## src/pkg/ctp_params.svh

```systemverilog
`ifndef CTP_PARAMS_SVH
`define CTP_PARAMS_SVH

// register offsets on the plain register port
`define CTP_ADR_CTRL 8'h24
`define CTP_ADR_MODE 8'h25
`define CTP_ADR_STAT 8'h26
`define CTP_ADR_CNT 8'h27
`define CTP_ADR_DLO 8'h28
`define CTP_ADR_DHI 8'h29

// reset values
`define CTP_DUTY_RST 8'hFF
`define CTP_CMP_RST 12'hFFF
`define CTP_MODE_RST 8'h00
`define CTP_CTRL_RST 3'h0

// mode register fields
`define CTP_M_DBE 7
`define CTP_M_TCM_HI 6
`define CTP_M_TCM_LO 5
`define CTP_M_EXT 4
`define CTP_M_DIV_HI 3
`define CTP_M_DIV_LO 1
`define CTP_M_INIT 0
`define CTP_TCM_PWM12 2'h2

// control register fields
`define CTP_C_CAS 0
`define CTP_C_LRUN 1
`define CTP_C_URUN 2

// counter and frame limits
`define CTP_CNT_TOP 8'hFF
`define CTP_CNT_ZERO 8'h00
`define CTP_FRM_FIRST 4'h0
`define CTP_FRM_LAST 4'hF

// prescaler tap masks, one per divider code
`define CTP_DIV_M0 11'h7FF
`define CTP_DIV_M1 11'h3FF
`define CTP_DIV_M2 11'h0FF
`define CTP_DIV_M3 11'h03F
`define CTP_DIV_M4 11'h00F
`define CTP_DIV_M5 11'h003
`define CTP_DIV_M6 11'h001
`define CTP_DIV_M7 11'h000

`endif

```

## src/pkg/ctp_pkg.sv

```systemverilog
package ctp_pkg;
   // run state of the cascaded counter
   typedef enum logic [1:0] {
      CTP_ST_IDLE = 2'b01,
      CTP_ST_RUN = 2'b10
   } ctp_state_t;
   // divider code
   typedef logic [2:0] ctp_div_t;
endpackage

```

## src/pkg/ctp_src_if.sv

```systemverilog
`timescale 1ns/1ps
// source clock selection and count tick between control and source
interface ctp_src_if;
   import ctp_pkg::*;
   logic ext_sel; // count external pin edges
   ctp_div_t div_sel; // internal divider code
   logic run; // prescaler runs, else held clear
   logic tick; // one-cycle count pulse
   modport ctl(output ext_sel, output div_sel, output run, input tick);
   modport src(input ext_sel, input div_sel, input run, output tick);
endinterface

```

## src/rtl/ctp_pwm12.sv

```systemverilog
`timescale 1ns/1ps
`include "ctp_params.svh"
module ctp_pwm12
   import ctp_pkg::*;
#(
   parameter int PRE_W = 11
) (
   core_clk,
   srst,
   ce,
   ext_count_pin,
   bus_addr,
   bus_wdata,
   bus_we,
   bus_re,
   bus_rdata,
   pwm_out_pin,
   ovf_irq,
   grp_irq
);
   input wire logic core_clk;
   input wire logic srst;
   input wire logic ce;
   input wire logic ext_count_pin;
   input wire logic [7:0] bus_addr;
   input wire logic [7:0] bus_wdata;
   input wire logic bus_we;
   input wire logic bus_re;
   output logic [7:0] bus_rdata;
   output logic pwm_out_pin;
   output logic ovf_irq;
   output logic grp_irq;

   // software registers
   logic [7:0] mode_r; // upper mode register
   logic [2:0] ctrl_r; // cascade control register
   logic [7:0] dlo_r; // low duty register
   logic [7:0] dhi_r; // high duty register
   // compare path
   logic [11:0] cmp_r; // active combined compare value
   logic [11:0] dbuf_r; // double buffer
   logic [11:0] cmp_nxt;
   logic [11:0] dbuf_nxt;
   // counting state
   ctp_state_t st_r;
   ctp_state_t st_nxt;
   logic [7:0] cnt_r; // up counter low byte
   logic [7:0] cnt_nxt;
   logic [3:0] frm_r; // frame index, 0 is frame 1
   logic [3:0] frm_nxt;
   logic phase_r; // output inverted since match
   logic phase_nxt;
   // output flops
   logic pwm_r;
   logic pwm_nxt;
   logic ovf_r;
   logic grp_r;
   logic [7:0] rdata_r;
   logic [7:0] rdata_nxt;

   // address decode
   logic wr_ctrl;
   logic wr_mode;
   logic wr_dlo;
   logic wr_dhi;
   // control fields
   logic cas_en;
   logic upper_run;
   logic pwm_mode;
   logic dbe;
   logic init_lvl;
   logic go;
   logic running;
   // compare and frame decode
   logic [7:0] duty;
   logic extra_on;
   logic [8:0] cmp9;
   logic hit;
   logic wrap;
   logic grp_wrap;
   logic [11:0] commit;
   logic db_hold;

   ctp_src_if sif();

   // frame selection for extra pulses, idx 0 is frame 1
   function automatic logic extra_frame(input logic [3:0] sel,
                                        input logic [3:0] idx);
      logic f0;
      logic f1;
      logic f2;
      logic f3;
      f0 = sel[0] && (idx == 4'h8); // frame 9
      f1 = sel[1] && (idx[2:0] == 3'h4); // frames 5, 13
      f2 = sel[2] && (idx[1:0] == 2'h2); // frames 3, 7, 11, 15
      f3 = sel[3] && idx[0]; // even frames
      return f0 | f1 | f2 | f3;
   endfunction

   // register decode
   assign wr_ctrl = bus_we && (bus_addr == `CTP_ADR_CTRL);
   assign wr_mode = bus_we && (bus_addr == `CTP_ADR_MODE);
   assign wr_dlo = bus_we && (bus_addr == `CTP_ADR_DLO);
   assign wr_dhi = bus_we && (bus_addr == `CTP_ADR_DHI);

   // field extraction
   assign cas_en = ctrl_r[`CTP_C_CAS];
   assign upper_run = ctrl_r[`CTP_C_URUN];
   assign pwm_mode =
      (mode_r[`CTP_M_TCM_HI:`CTP_M_TCM_LO] == `CTP_TCM_PWM12);
   assign dbe = mode_r[`CTP_M_DBE];
   assign init_lvl = mode_r[`CTP_M_INIT];
   // only the cascade bit, the upper run bit and upper settings matter here
   assign go = cas_en && pwm_mode && upper_run;
   assign running = (st_r == CTP_ST_RUN);

   // count source selection
   assign sif.ext_sel = mode_r[`CTP_M_EXT];
   assign sif.div_sel = mode_r[`CTP_M_DIV_HI:`CTP_M_DIV_LO];
   assign sif.run = running;

   // duty is high register's low nibble over low register's high nibble
   assign duty = {cmp_r[11:8], cmp_r[7:4]};
   // zero select bits give no frame at all
   assign extra_on = extra_frame(cmp_r[3:0], frm_r);
   // stretched frames invert one count later
   assign cmp9 = {1'b0, duty} + {8'h00, extra_on};
   // match on the count being entered, so the pin turns with the counter
   assign hit = running && ({1'b0, cnt_nxt} == cmp9);
   assign wrap = running && sif.tick && (cnt_r == `CTP_CNT_TOP);
   assign grp_wrap = wrap && (frm_r == `CTP_FRM_LAST);

   // low register in 7:0, high low nibble in 11:8
   assign commit = {bus_wdata[3:0], dlo_r};
   assign db_hold = dbe && running;

   // commit on high write; buffer feeds compare at group end
   assign dbuf_nxt = wr_dhi ? commit : dbuf_r;
   assign cmp_nxt = (wr_dhi && !db_hold) ? commit :
                    (grp_wrap && dbe) ? dbuf_r : cmp_r;

   // run state: leaving run clears count and frame
   assign st_nxt = go ? CTP_ST_RUN : CTP_ST_IDLE;
   assign cnt_nxt = !running ? `CTP_CNT_ZERO :
                    sif.tick ? cnt_r + 8'h01 : cnt_r;
   assign frm_nxt = !running ? `CTP_FRM_FIRST :
                    wrap ? frm_r + 4'h1 : frm_r;

   // overflow clears the inversion, a match sets it
   assign phase_nxt = (!running || wrap) ? 1'b0 : (phase_r | hit);
   // pin level is the initial level unless inverted
   assign pwm_nxt = init_lvl ^ phase_nxt;

   // read multiplexer, unmapped reads give zero
   assign rdata_nxt =
      !bus_re ? 8'h00 :
      (bus_addr == `CTP_ADR_CTRL) ? {5'h00, ctrl_r} :
      (bus_addr == `CTP_ADR_MODE) ? mode_r :
      (bus_addr == `CTP_ADR_STAT) ? {2'h0, running, pwm_r, frm_r} :
      (bus_addr == `CTP_ADR_CNT) ? cnt_r :
      (bus_addr == `CTP_ADR_DLO) ? dlo_r :
      (bus_addr == `CTP_ADR_DHI) ? dhi_r : 8'h00;

   // count source
   ctp_clk_src #(
      .PRE_W(PRE_W)
   ) u_src (
      .core_clk(core_clk),
      .srst(srst),
      .ce(ce),
      .ext_count_pin(ext_count_pin),
      .src(sif.src)
   );

   // control register, lower run bit only stored
   always_ff @(posedge core_clk) begin
      if (srst) begin
         ctrl_r <= `CTP_CTRL_RST;
      end else if (ce && wr_ctrl) begin
         ctrl_r <= bus_wdata[2:0];
      end
   end

   // mode register, frozen once the upper run bit is set
   always_ff @(posedge core_clk) begin
      if (srst) begin
         mode_r <= `CTP_MODE_RST;
      end else if (ce && wr_mode && !upper_run) begin
         mode_r <= bus_wdata;
      end
   end

   // duty registers keep every written bit
   always_ff @(posedge core_clk) begin
      if (srst) begin
         dlo_r <= `CTP_DUTY_RST;
         dhi_r <= `CTP_DUTY_RST;
      end else if (ce) begin
         if (wr_dlo) begin
            dlo_r <= bus_wdata;
         end
         if (wr_dhi) begin
            dhi_r <= bus_wdata;
         end
      end
   end

   // compare value and its buffer
   always_ff @(posedge core_clk) begin
      if (srst) begin
         cmp_r <= `CTP_CMP_RST;
         dbuf_r <= `CTP_CMP_RST;
      end else if (ce) begin
         cmp_r <= cmp_nxt;
         dbuf_r <= dbuf_nxt;
      end
   end

   // counting state
   always_ff @(posedge core_clk) begin
      if (srst) begin
         st_r <= CTP_ST_IDLE;
         cnt_r <= `CTP_CNT_ZERO;
         frm_r <= `CTP_FRM_FIRST;
         phase_r <= 1'b0;
      end else if (ce) begin
         st_r <= st_nxt;
         cnt_r <= cnt_nxt;
         frm_r <= frm_nxt;
         phase_r <= phase_nxt;
      end
   end

   // output flops
   always_ff @(posedge core_clk) begin
      if (srst) begin
         pwm_r <= 1'b0;
         ovf_r <= 1'b0;
         grp_r <= 1'b0;
         rdata_r <= 8'h00;
      end else if (ce) begin
         pwm_r <= pwm_nxt;
         ovf_r <= wrap;
         grp_r <= grp_wrap;
         rdata_r <= rdata_nxt;
      end
   end

   assign bus_rdata = rdata_r;
   assign pwm_out_pin = pwm_r;
   assign ovf_irq = ovf_r;
   assign grp_irq = grp_r;
endmodule

```

## src/rtl/ctp_clk_src.sv

```systemverilog
`timescale 1ns/1ps
`include "ctp_params.svh"
// count source: internal prescaler or synchronised external pin
module ctp_clk_src
   import ctp_pkg::*;
#(
   parameter int PRE_W = 11
) (
   input wire logic core_clk,
   input wire logic srst,
   input wire logic ce,
   input wire logic ext_count_pin,
   ctp_src_if.src src
);
   logic [PRE_W-1:0] pre_r; // free prescaler
   logic [PRE_W-1:0] pre_nxt;
   logic [2:0] sync_r; // pin synchroniser, [0] first stage
   logic lvl_r; // accepted pin level, moves when stages two and three agree
   logic lvl_nxt;
   logic tick_r;
   logic [PRE_W-1:0] mask;
   logic int_tick;
   logic ext_fall;
   logic tick_nxt;

   // tap mask for a divider code
   function automatic logic [PRE_W-1:0] div_mask(input ctp_div_t d);
      logic [10:0] m;
      m = `CTP_DIV_M0;
      unique case (d)
         3'h0: m = `CTP_DIV_M0;
         3'h1: m = `CTP_DIV_M1;
         3'h2: m = `CTP_DIV_M2;
         3'h3: m = `CTP_DIV_M3;
         3'h4: m = `CTP_DIV_M4;
         3'h5: m = `CTP_DIV_M5;
         3'h6: m = `CTP_DIV_M6;
         3'h7: m = `CTP_DIV_M7;
      endcase
      return m[PRE_W-1:0];
   endfunction

   assign mask = div_mask(src.div_sel);
   assign int_tick = (pre_r & mask) == mask;
   // falling edge once second and third stage agree on the new level
   assign ext_fall = lvl_r & ~sync_r[2] & ~sync_r[1];
   // a one-cycle glitch between stages never moves the accepted level
   assign lvl_nxt = (sync_r[2] == sync_r[1]) ? sync_r[2] : lvl_r;
   // pin edges or prescaler taps select the source
   assign tick_nxt = src.run & (src.ext_sel ? ext_fall : int_tick);
   assign pre_nxt = src.run ? pre_r + 1'b1 : '0;
   assign src.tick = tick_r;

   // prescaler, synchroniser and tick register
   always_ff @(posedge core_clk) begin
      if (srst) begin
         pre_r <= '0;
         sync_r <= '1; // idle-high pin, so no false edge after reset
         lvl_r <= 1'b1;
         tick_r <= 1'b0;
      end else if (ce) begin
         pre_r <= pre_nxt;
         sync_r <= {sync_r[1:0], ext_count_pin};
         lvl_r <= lvl_nxt;
         tick_r <= tick_nxt;
      end
   end
endmodule

```

## config.mk

```make
export PLATFORM = sky130hd
export DESIGN_NAME = ctp_pwm12
export DESIGN_NICKNAME = d
export VERILOG_FILES = /design/src/pkg/ctp_pkg.sv /design/src/pkg/ctp_src_if.sv /design/src/rtl/ctp_pwm12.sv /design/src/rtl/ctp_clk_src.sv
export VERILOG_INCLUDE_DIRS = /design/src /design/src/pkg
export SDC_FILE = /design/constraint.sdc
export NUM_CORES = 1
export LEC_CHECK = 0
export BUFFER_PORTS_ARGS = -buffer_cell sky130_fd_sc_hd__buf_2
export CAP_MARGIN = 10
export CORE_ASPECT_RATIO = 1.75
export CORE_UTILIZATION = 29
export DETAILED_ROUTE_END_ITERATION = 7
export GPL_ROUTABILITY_DRIVEN = 0
export PLACE_DENSITY = 0.46
export SLEW_MARGIN = 20
export SYNTH_ARGS = -nofsm -noshare
export SYNTH_HDL_FRONTEND = slang
export SYNTH_SLANG_ARGS = --single-unit
```

## constraint.sdc

```tcl
create_clock -name core_clk -period 3.5 [get_ports core_clk]
set_input_delay 0.35 -clock core_clk [delete_from_list [all_inputs] [get_ports core_clk]]
set_output_delay 0.35 -clock core_clk [all_outputs]
set_load 0.05 [all_outputs]
```

Yosys cells after proc, flatten, opt, wreduce, memory -nomap -nowiden:

Memories as Yosys holds them, arrays and structs flattened. A register that Yosys moved wholly into a read port is not among the register bits.
Cells that the tools add are included.

* register bits: 93
* bits in read-only memories: 88
* input port bits: 22
* logic and storage cells: 100
* memories: 1

Memory list
* (name not given): words 8, width 11, rd ports 1, clocked after Yosys merged registers in 1, write ports 0, RTL line ctp_clk_src.sv:30 `unique case (d)`

* $add $sub $neg: 4
* eq/ne operators: 17
* multiplexer cells: 19
* bitwise gates (word level): 11
* reductions and logical operators: 30

Operator list (number)
* $mux W8: 9
* $eq A8 B6 Y1 const B: 6
* $mux W12: 2
* $logic_and A1 B1 Y1: 20
* $add A11 B1 Y11 const B: 1
* $and A11 B11 Y11: 1
* $eq A11 B11 Y1: 1
* $mux W11: 1
* $reduce_and A2 Y1: 5
* $add A8 B1 Y9: 1
* $eq A8 B9 Y1: 1
* $add A8 B1 Y8 const B: 1
* $eq A4 B4 Y1 const B: 2
* $eq A8 B8 Y1 const B: 1
* $mux W4: 2
* $eq A2 B2 Y1 const B: 3
* $mux W3: 2
* $add A4 B1 Y4 const B: 1
* $or A1 B1 Y1: 4
* $and A1 B1 Y1: 3
* $eq A3 B3 Y1 const B: 1
* $logic_not A1 Y1: 3
* $mux W1: 2
* $mux W2: 1
* other kinds (6): 7

Logic depth before layout (Yosys ltp):

Gate-level depths: netlist of run 1.

* word-level depth: 11
* depth in mapped cells: 14
* mapped depth without buffers: 13

Modules after synthesis:

Synthesis of run 1 repeated with hierarchy kept, for this count alone.

* cells, all modules: 537
* area total of the unflattened synthesis: 4718.3 um^2

By module, submodules not included
* ctp_pwm12: instances 1, cells an instance 448, area an instance 3925.0 um^2
* ctp_clk_src: instances 1, cells an instance 89, area an instance 793.3 um^2

Worst setup path before layout of run 1:

No wires, ideal clock.

* path type: reg-to-reg
* from: reg frm_r[0]
* to: reg pwm_r, in the netlist pwm_out_pin
* arrival: 2786 ps
* data required time: 3385 ps
* path slack: 598 ps
* cell stages (with the launch flop): 15
* path buffers: 1
* clock period less this slack: 2902 ps
* cell sequence: dfxtp_1 -> inv_1 -> ha_1 -> a222oi_1 -> inv_1 -> ha_1 -> ha_1 -> clkbuf_1 -> xnor2_1 -> nor3_1 -> a32o_1 -> a211oi_2 -> a2111oi_4 -> or4_1 -> and3_1

* cells in the longest elaborated chain, start to end: 11
* elaborated cells between the ends (all ways): 16
* classes of those cells: add/sub (1); eq/ne (4); mux (1); bitwise (5); reduce/logical (5)

RTL lines
* start: declaration: RTL line ctp_pwm12.sv:49 `logic [3:0] frm_r;`
* start signal: assignment: RTL line ctp_pwm12.sv:224 `` frm_r <= `CTP_FRM_FIRST; ``
* start signal: assignment: RTL line ctp_pwm12.sv:229 `frm_r <= frm_nxt;`
* $eq A4 B4 Y1 / $eq A3 B3 Y1 (equally long branches): RTL line ctp_pwm12.sv:93, ctp_pwm12.sv:94
* $logic_and A1 B1 Y1 (on tied branches): RTL line ctp_pwm12.sv:93, ctp_pwm12.sv:94
* $or A1 B1 Y1 (2 in a row): RTL line ctp_pwm12.sv:97 `return f0 | f1 | f2 | f3;`
* $or A1 B1 Y1 *: RTL line ctp_pwm12.sv:97
* $add A8 B1 Y9 *: RTL line ctp_pwm12.sv:127 `assign cmp9 = {1'b0, duty} + {8'h00, extra_on};`
* $eq A8 B9 Y1 *: RTL line ctp_pwm12.sv:129 `assign hit = running && ({1'b0, cnt_nxt} == cmp9);`
* $logic_and A1 B1 Y1 *: RTL line ctp_pwm12.sv:129
* $or A1 B1 Y1 *: RTL line ctp_pwm12.sv:150 `assign phase_nxt = (!running || wrap) ? 1'b0 : (phase_r | hit);`
* $mux W1 *: RTL line ctp_pwm12.sv:150
* $xor A1 B1 Y1 *: RTL line ctp_pwm12.sv:152 `assign pwm_nxt = init_lvl ^ phase_nxt;`
* end signal: assignment: RTL line ctp_pwm12.sv:242 `pwm_r <= pwm_nxt;`
* end: declaration: RTL line ctp_pwm12.sv:54 `logic pwm_r;`

Every way passes the cells marked *; elsewhere a longest branch is shown, timed or not.
A chain may end at the register's enable or synchronous reset.

Worst setup path in the final report of run 1:

Ends and elaborated chain as after synthesis.

==> impl_metrics.tcl, run 1 <==
set metrics [dict create \
    yosys_warnings 0 \
    grt_pass1_vias 4283 \
    stdcell_count 839 \
    synth_ff_type "dfxtp_1" \
    synth_most_common_cell "dfxtp_1" \
    hold_path_end "u_src.sync_r[0]" \
    crit_start "frm_r[0]" \
    synthTopCellsByArea "dfxtp_1, mux2i_1, nor2_1" \
    viasPerCell 5.08 \
    grt_use_total_pct 17.1 \
    r2r_start "frm_r[0]" \
    io_pins 33 \
    synth_edf_count 0 \
    drive_gt1_share_pct 12.9 \
    drt.antenna.violating_nets 0 \
    dieArea_um2 17900 \
    via_count 4266 \
    cts_tree "yes" \
    worst_ep_arrival_time_ns 3.36 \
    postRouteWirelength_um 14600 \
    cts_buffers 9 \
    rsz0062_at_grt "false" \
    tns_ns 0 \
    rows 63 \
    grt_max_degree 48 \
    first_pass_iters 4 \
    netlist.area_leader.share_pct 38.1 \
    r2r_slack_ns 0.38 \
    syn_to_final_growth_pct 12.8 \
    cts-root-buf "clkbuf_16" \
    start_util_pct 29.7 \
    fmax_mhz 320 \
    reg2regPathDepth 13 \
    die_x_um 102 \
    htree_num_levels 3 \
    holdCritPathClass "primary input to register" \
    p_leak_nw 2.07 \
    dp_hpwl_um 11000 \
    ir_worst_vdd_mv 0.191 \
    worst_r2r_endpoint "pwm_out_pin" \
    antenna_found_initial 0 \
    worstMarginPinSlew_ns 0.779 \
    final_hold_viol_count 0 \
    yosysSeqAreaShare_pct 38.1 \
    synthCells 594 \
    ys_top_cells_by_count "dfxtp_1, nor2_1, nand2_1, a21oi_1, mux2i_1" \
    hp-start "ext_count_pin" \
    outcome "completed" \
    die_h_um 176 \
    crit_type "register to register" \
    dp.cells 823 \
    max_cap_violations 0 \
    cts_num_sinks 96 \
    cts-resized-gates 0 \
    cts_setup_buffers 0 \
    avgSynthCellArea_um2 8.48 \
    coreArea_um2 16900 \
    cts_buffer_depth 2 \
    yosysUniqueCellTypes 70 \
    drc 0 \
    fin_crit_ns 3.12 \
    final.fill_count 1771 \
    synth_seq_cells 96 \
    drv_slew 0 \
    syn-cell-area_um2 5040 \
    nets 636 \
    crit_required_ns 3.74 \
    power_density_nw_per_um2 384 \
    synth_top_area_cell "dfxtp_1" \
    grt_pass1_wl_um 22900 \
    final.period_utilization_pct 89.2 \
    path_clk_slew_ns 0.07 \
    wl_per_cell_um 17.4 \
    ys_async_sr_fraction_pct 0 \
    hold_depth 2 \
    worstSetupEndpointType "register" \
    portBuffers 32 \
    startpoint_type "register" \
    synth_fp_nets 623 \
    hold_buffers 0 \
    clock-skew-final_ns 0.00875 \
    clk_latency_ns 0.35 \
    setup_violations 0 \
    first_iter_violations 163 \
    crit_fanout 7 \
    gr-total-overflow 0 \
    relSlewSlack_pct 47.6 \
    antenna_cells 0 \
]
[cell families (layout without fill, tap and decap cells)]
logic type	after synthesis	count (layout)	synth area share, %
simple gates	242	242	25.3
compound gates	135	135	19.0
flops	96	96	38.1
buf+inv	58	76	5.12
mux	31	31	6.16
xor+xnor	25	25	4.62
fa+ha+maj	7	7	1.74
[registers in the layout (all words and copies together) (netlist names), 2 cells and up]
| name | count |
|---|---|
| u_src.sync_r | 3 |
| st_r | 2 |
| cnt_r | 8 |
| mode_r | 8 |
| dlo_r | 8 |
| dbuf_r | 8 |
| dhi_r | 8 |
| u_src.mask | 7 |
| frm_r | 4 |
| u_src.pre_r | 11 |
| cmp_r | 12 |
| ctrl_r | 3 |
| bus_rdata | 8 |
[worst max path at each step]
| stage | end | slack (ns) | depth (start not counted) |
|---|---|---|---|
| floorplan | pwm_out_pin | 0.60 | 14 |
| global placement | pwm_out_pin | 0.45 | 13 |
| detailed placement | pwm_out_pin | 0.38 | 13 |
| CTS | pwm_out_pin | 0.35 | 13 |
| global route | pwm_out_pin | 0.19 | 13 |
| finish | pwm_out_pin | 0.38 | 13 |
[per-layer routing]
layer	vias to the layer above	wire, um	track usage [%]	part of all wire, %
li1	2139	-	-	-
met1	2014	5670	18.1	39
met2	86	7760	30.7	53
met3	27	457	3.05	3.1
met4	0	688	10.8	4.7
met5	-	0	0	0
[power breakdown]
| part | internal, W | total [W] | switching, W |
|---|---|---|---|
| Clock | 0.000505 | 0.000985 | 0.000480 |
| Combinational | 0.0000293 | 0.0000977 | 0.0000683 |
| Sequential | 0.00109 | 0.00110 | 0.00000242 |
[per-stage QoR]
step	cell area (um^2)	hold WS, ns	utilization [%]	setup slack, ns	total power (W)
6_report	5680	0.206	33.5	0.378	0.00218
5_1_grt	5680	0.205	33.5	0.191	0.00227
4_1_cts	5680	0.196	33.5	0.351	0.00221
3_5_place_dp	5390	0.455	31.8	0.376	0.00122
3_3_place_gp	5390	0.438	31.8	0.446	0.00122
2_1_floorplan	5040	0.431	-	0.598	0.00118
[cell type report]
class	count	area [um^2]	area share, %
Clock inverter	7	72.6	1.28
Clock buffer	9	225	3.96
Tap cell	227	284	5.00
Sequential cell	96	1920	33.8
Timing Repair Buffer	46	265	4.67
Multi-Input combinational cell	440	2860	50.4
Inverter	14	52.6	0.925
[cells in the final DEF (no fill, tap or decap), drive strengths merged, types with 9 or more instances in the layout]
cell type	n
a21oi	42
nand3	19
a211o	28
nand4	15
buf	46
xor2	14
mux2i	31
o21ai	21
clkbuf	9
inv	17
dfxtp	96
nor2b	27
nor3	17
nand2	49
nor2	71
xnor2	10
[critical path: stages (launching register included)]
cell and delay, ns:
dfxtp_1 0.39, inv_1 0.12, ha_1 0.21, a222oi_1 0.27
inv_1 0.08, ha_1 0.23, ha_1 0.27, xnor2_1 0.20
nor3_1 0.07, a32o_1 0.30, a211oi_2 0.25, a2111oi_4 0.09
or4_1 0.39, and3_1 0.15
No activity file was read; power rests on OpenSTA's default activity.
==> run 2: changes to the inputs <==
==> constraint.sdc (replaced) <==
create_clock -name core_clk -period 3.5 [get_ports core_clk]
set_input_delay 0.525 -clock core_clk [delete_from_list [all_inputs] [get_ports core_clk]]
set_output_delay 0.525 -clock core_clk [all_outputs]
set_load 0.05 [all_outputs]
==> run 2 against run 1 <==
Effect of this change:
- highest routed layer unchanged
- largest power group unchanged
- core utilization is 0.12 points higher
- via count is 1.2% higher
- count of clock-buffer cells in the layout stayed put
- non-clock buffer count is 4 higher
- combinational power is 2% higher
- cell area is 0.35% higher
==> impl_metrics.tcl, run 2 (synthesized netlist as in run 1, its figures left out) <==
set metrics [dict create \
    cts_buffers 9 \
    grt_pass1_vias 4149 \
    grt_max_degree 39 \
    die_x_um 102 \
    cts_buffer_depth 2 \
    worstSetupEndpointType "register" \
    wl_per_cell_um 16.8 \
    tns_ns 0 \
    worstMarginPinSlew_ns 0.903 \
    antenna_cells 0 \
    whs_ns 0.391 \
    io_pins 33 \
    dp.cells 827 \
    max_cap_violations 0 \
    fmax_mhz 319 \
    clk_latency_ns 0.35 \
    crit_type "register to register" \
    cts_tree "yes" \
    dieArea_um2 17900 \
    setup_violations 0 \
    antenna_found_initial 0 \
    viasPerCell 5.12 \
    via_count 4318 \
    final_hold_viol_count 0 \
    dp_hpwl_um 10800 \
    p_total_w 0.00215 \
    nets 640 \
    htree_num_levels 3 \
    worst_ep_arrival_time_ns 3.37 \
    outcome "completed" \
    gr-total-overflow 0 \
    die_h_um 176 \
    final_common_cell "dfxtp_1" \
    crit_fanout 7 \
    hold_buffers 0 \
    grt_pass1_wl_um 22500 \
    drc 0 \
    relSlewSlack_pct 39.3 \
    first_iter_violations 207 \
    holdCritPathClass "primary input to register" \
    cts_setup_buffers 0 \
    portBuffers 32 \
    cts_num_sinks 96 \
    cts-root-buf "clkbuf_16" \
    final.period_utilization_pct 89.4 \
    rows 63 \
    path_clk_slew_ns 0.07 \
    stdcell_count 843 \
    cts-resized-gates 0 \
    startpoint_type "register" \
    drv_slew 0 \
    drive_gt1_share_pct 13.5 \
    power_density_nw_per_um2 377 \
    largest_register_ffs 12 \
    rsz0062_at_grt "false" \
    grt_use_total_pct 16.7 \
    ir_worst_vdd_mv 0.214 \
    syn_to_final_growth_pct 13.2 \
    top_register "cmp_r" \
    reg.largest.list "cmp_r x12, u_src.pre_r x11" \
    crit_required_ns 3.74 \
    clock-skew-final_ns 0.0132 \
    drt.antenna.violating_nets 0 \
    fin_crit_ns 3.13 \
    first_pass_iters 5 \
    coreArea_um2 16900 \
    postRouteWirelength_um 14200 \
    start_util_pct 29.7 \
    final.fill_count 1783 \
    final_cell_mix "dfxtp_1, nor2_1, nand2_1" \
    p_leak_nw 2.09 \
]
-- run 2: cell types whose count changed in the layout (fill, tap and decap cells not counted), sizes merged --
cell    delta
clkinv     +1
buf        +4
inv        -1
-- run 2: critical path: stages (launching register included) --
cell and delay [ns]:
dfxtp_1 0.39, inv_1 0.12, ha_1 0.22, a222oi_1 0.32, inv_1 0.08, ha_1 0.23
ha_1 0.27, xnor2_1 0.20, nor3_1 0.07, a32o_1 0.28, a211oi_2 0.21, a2111oi_4 0.08
or4_1 0.39, and3_1 0.16
-- run 2: routing by layer --
| metal | GRT usage [%] | vias to the layer above | part of all wire [%] |
|---|---|---|---|
| met4 | 7.85 | 0 | 3.9 |
| met1 | 18.0 | 2055 | 39 |
| li1 | - | 2146 | - |
| met2 | 30.7 | 90 | 54 |
| met3 | 2.69 | 27 | 3.0 |
| met5 | 0 | - | 0 |
-- run 2: final cells by class --
class | count | area (um^2) | share of cell area [%]
Tap cell | 227 | 284 | 4.98
Clock inverter | 7 | 62.6 | 1.10
Sequential cell | 96 | 1920 | 33.7
Multi-Input combinational cell | 440 | 2860 | 50.2
Clock buffer | 9 | 225 | 3.95
Inverter | 14 | 52.6 | 0.921
Timing Repair Buffer | 50 | 295 | 5.18
-- run 2: final timing paths --
| kind | start | end | slack [ns] | cells past startpoint |
|---|---|---|---|---|
| worst min register to register | ovf_irq | ovf_irq | 0.46 | 2 |
| worst max-delay path | frm_r[0] | pwm_out_pin | 0.37 | 13 |
| worst min-delay path | ext_count_pin | u_src.sync_r[0] | 0.39 | 2 |
| worst max register to register | frm_r[0] | pwm_out_pin | 0.37 | 13 |
-- run 2: report_power, final --
group	leakage (nW)	switching [W]	total, W	internal, W
Sequential	0.776	0.00000229	0.00110	0.00109
Clock	0.139	0.000459	0.000955	0.000496
Combinational	1.17	0.0000691	0.0000993	0.0000302
Total	2.09	0.000531	0.00215	0.00162
-- run 2: stage by stage --
step           instance area [um^2]  util (%)  setup WS (ns)
3_5_place_dp                   5420      32.0          0.345
6_report                       5700      33.7          0.370
5_1_grt                        5700      33.7          0.179
3_3_place_gp                   5420      32.0          0.457
4_1_cts                        5700      33.7          0.331
2_1_floorplan                  5040         -          0.598
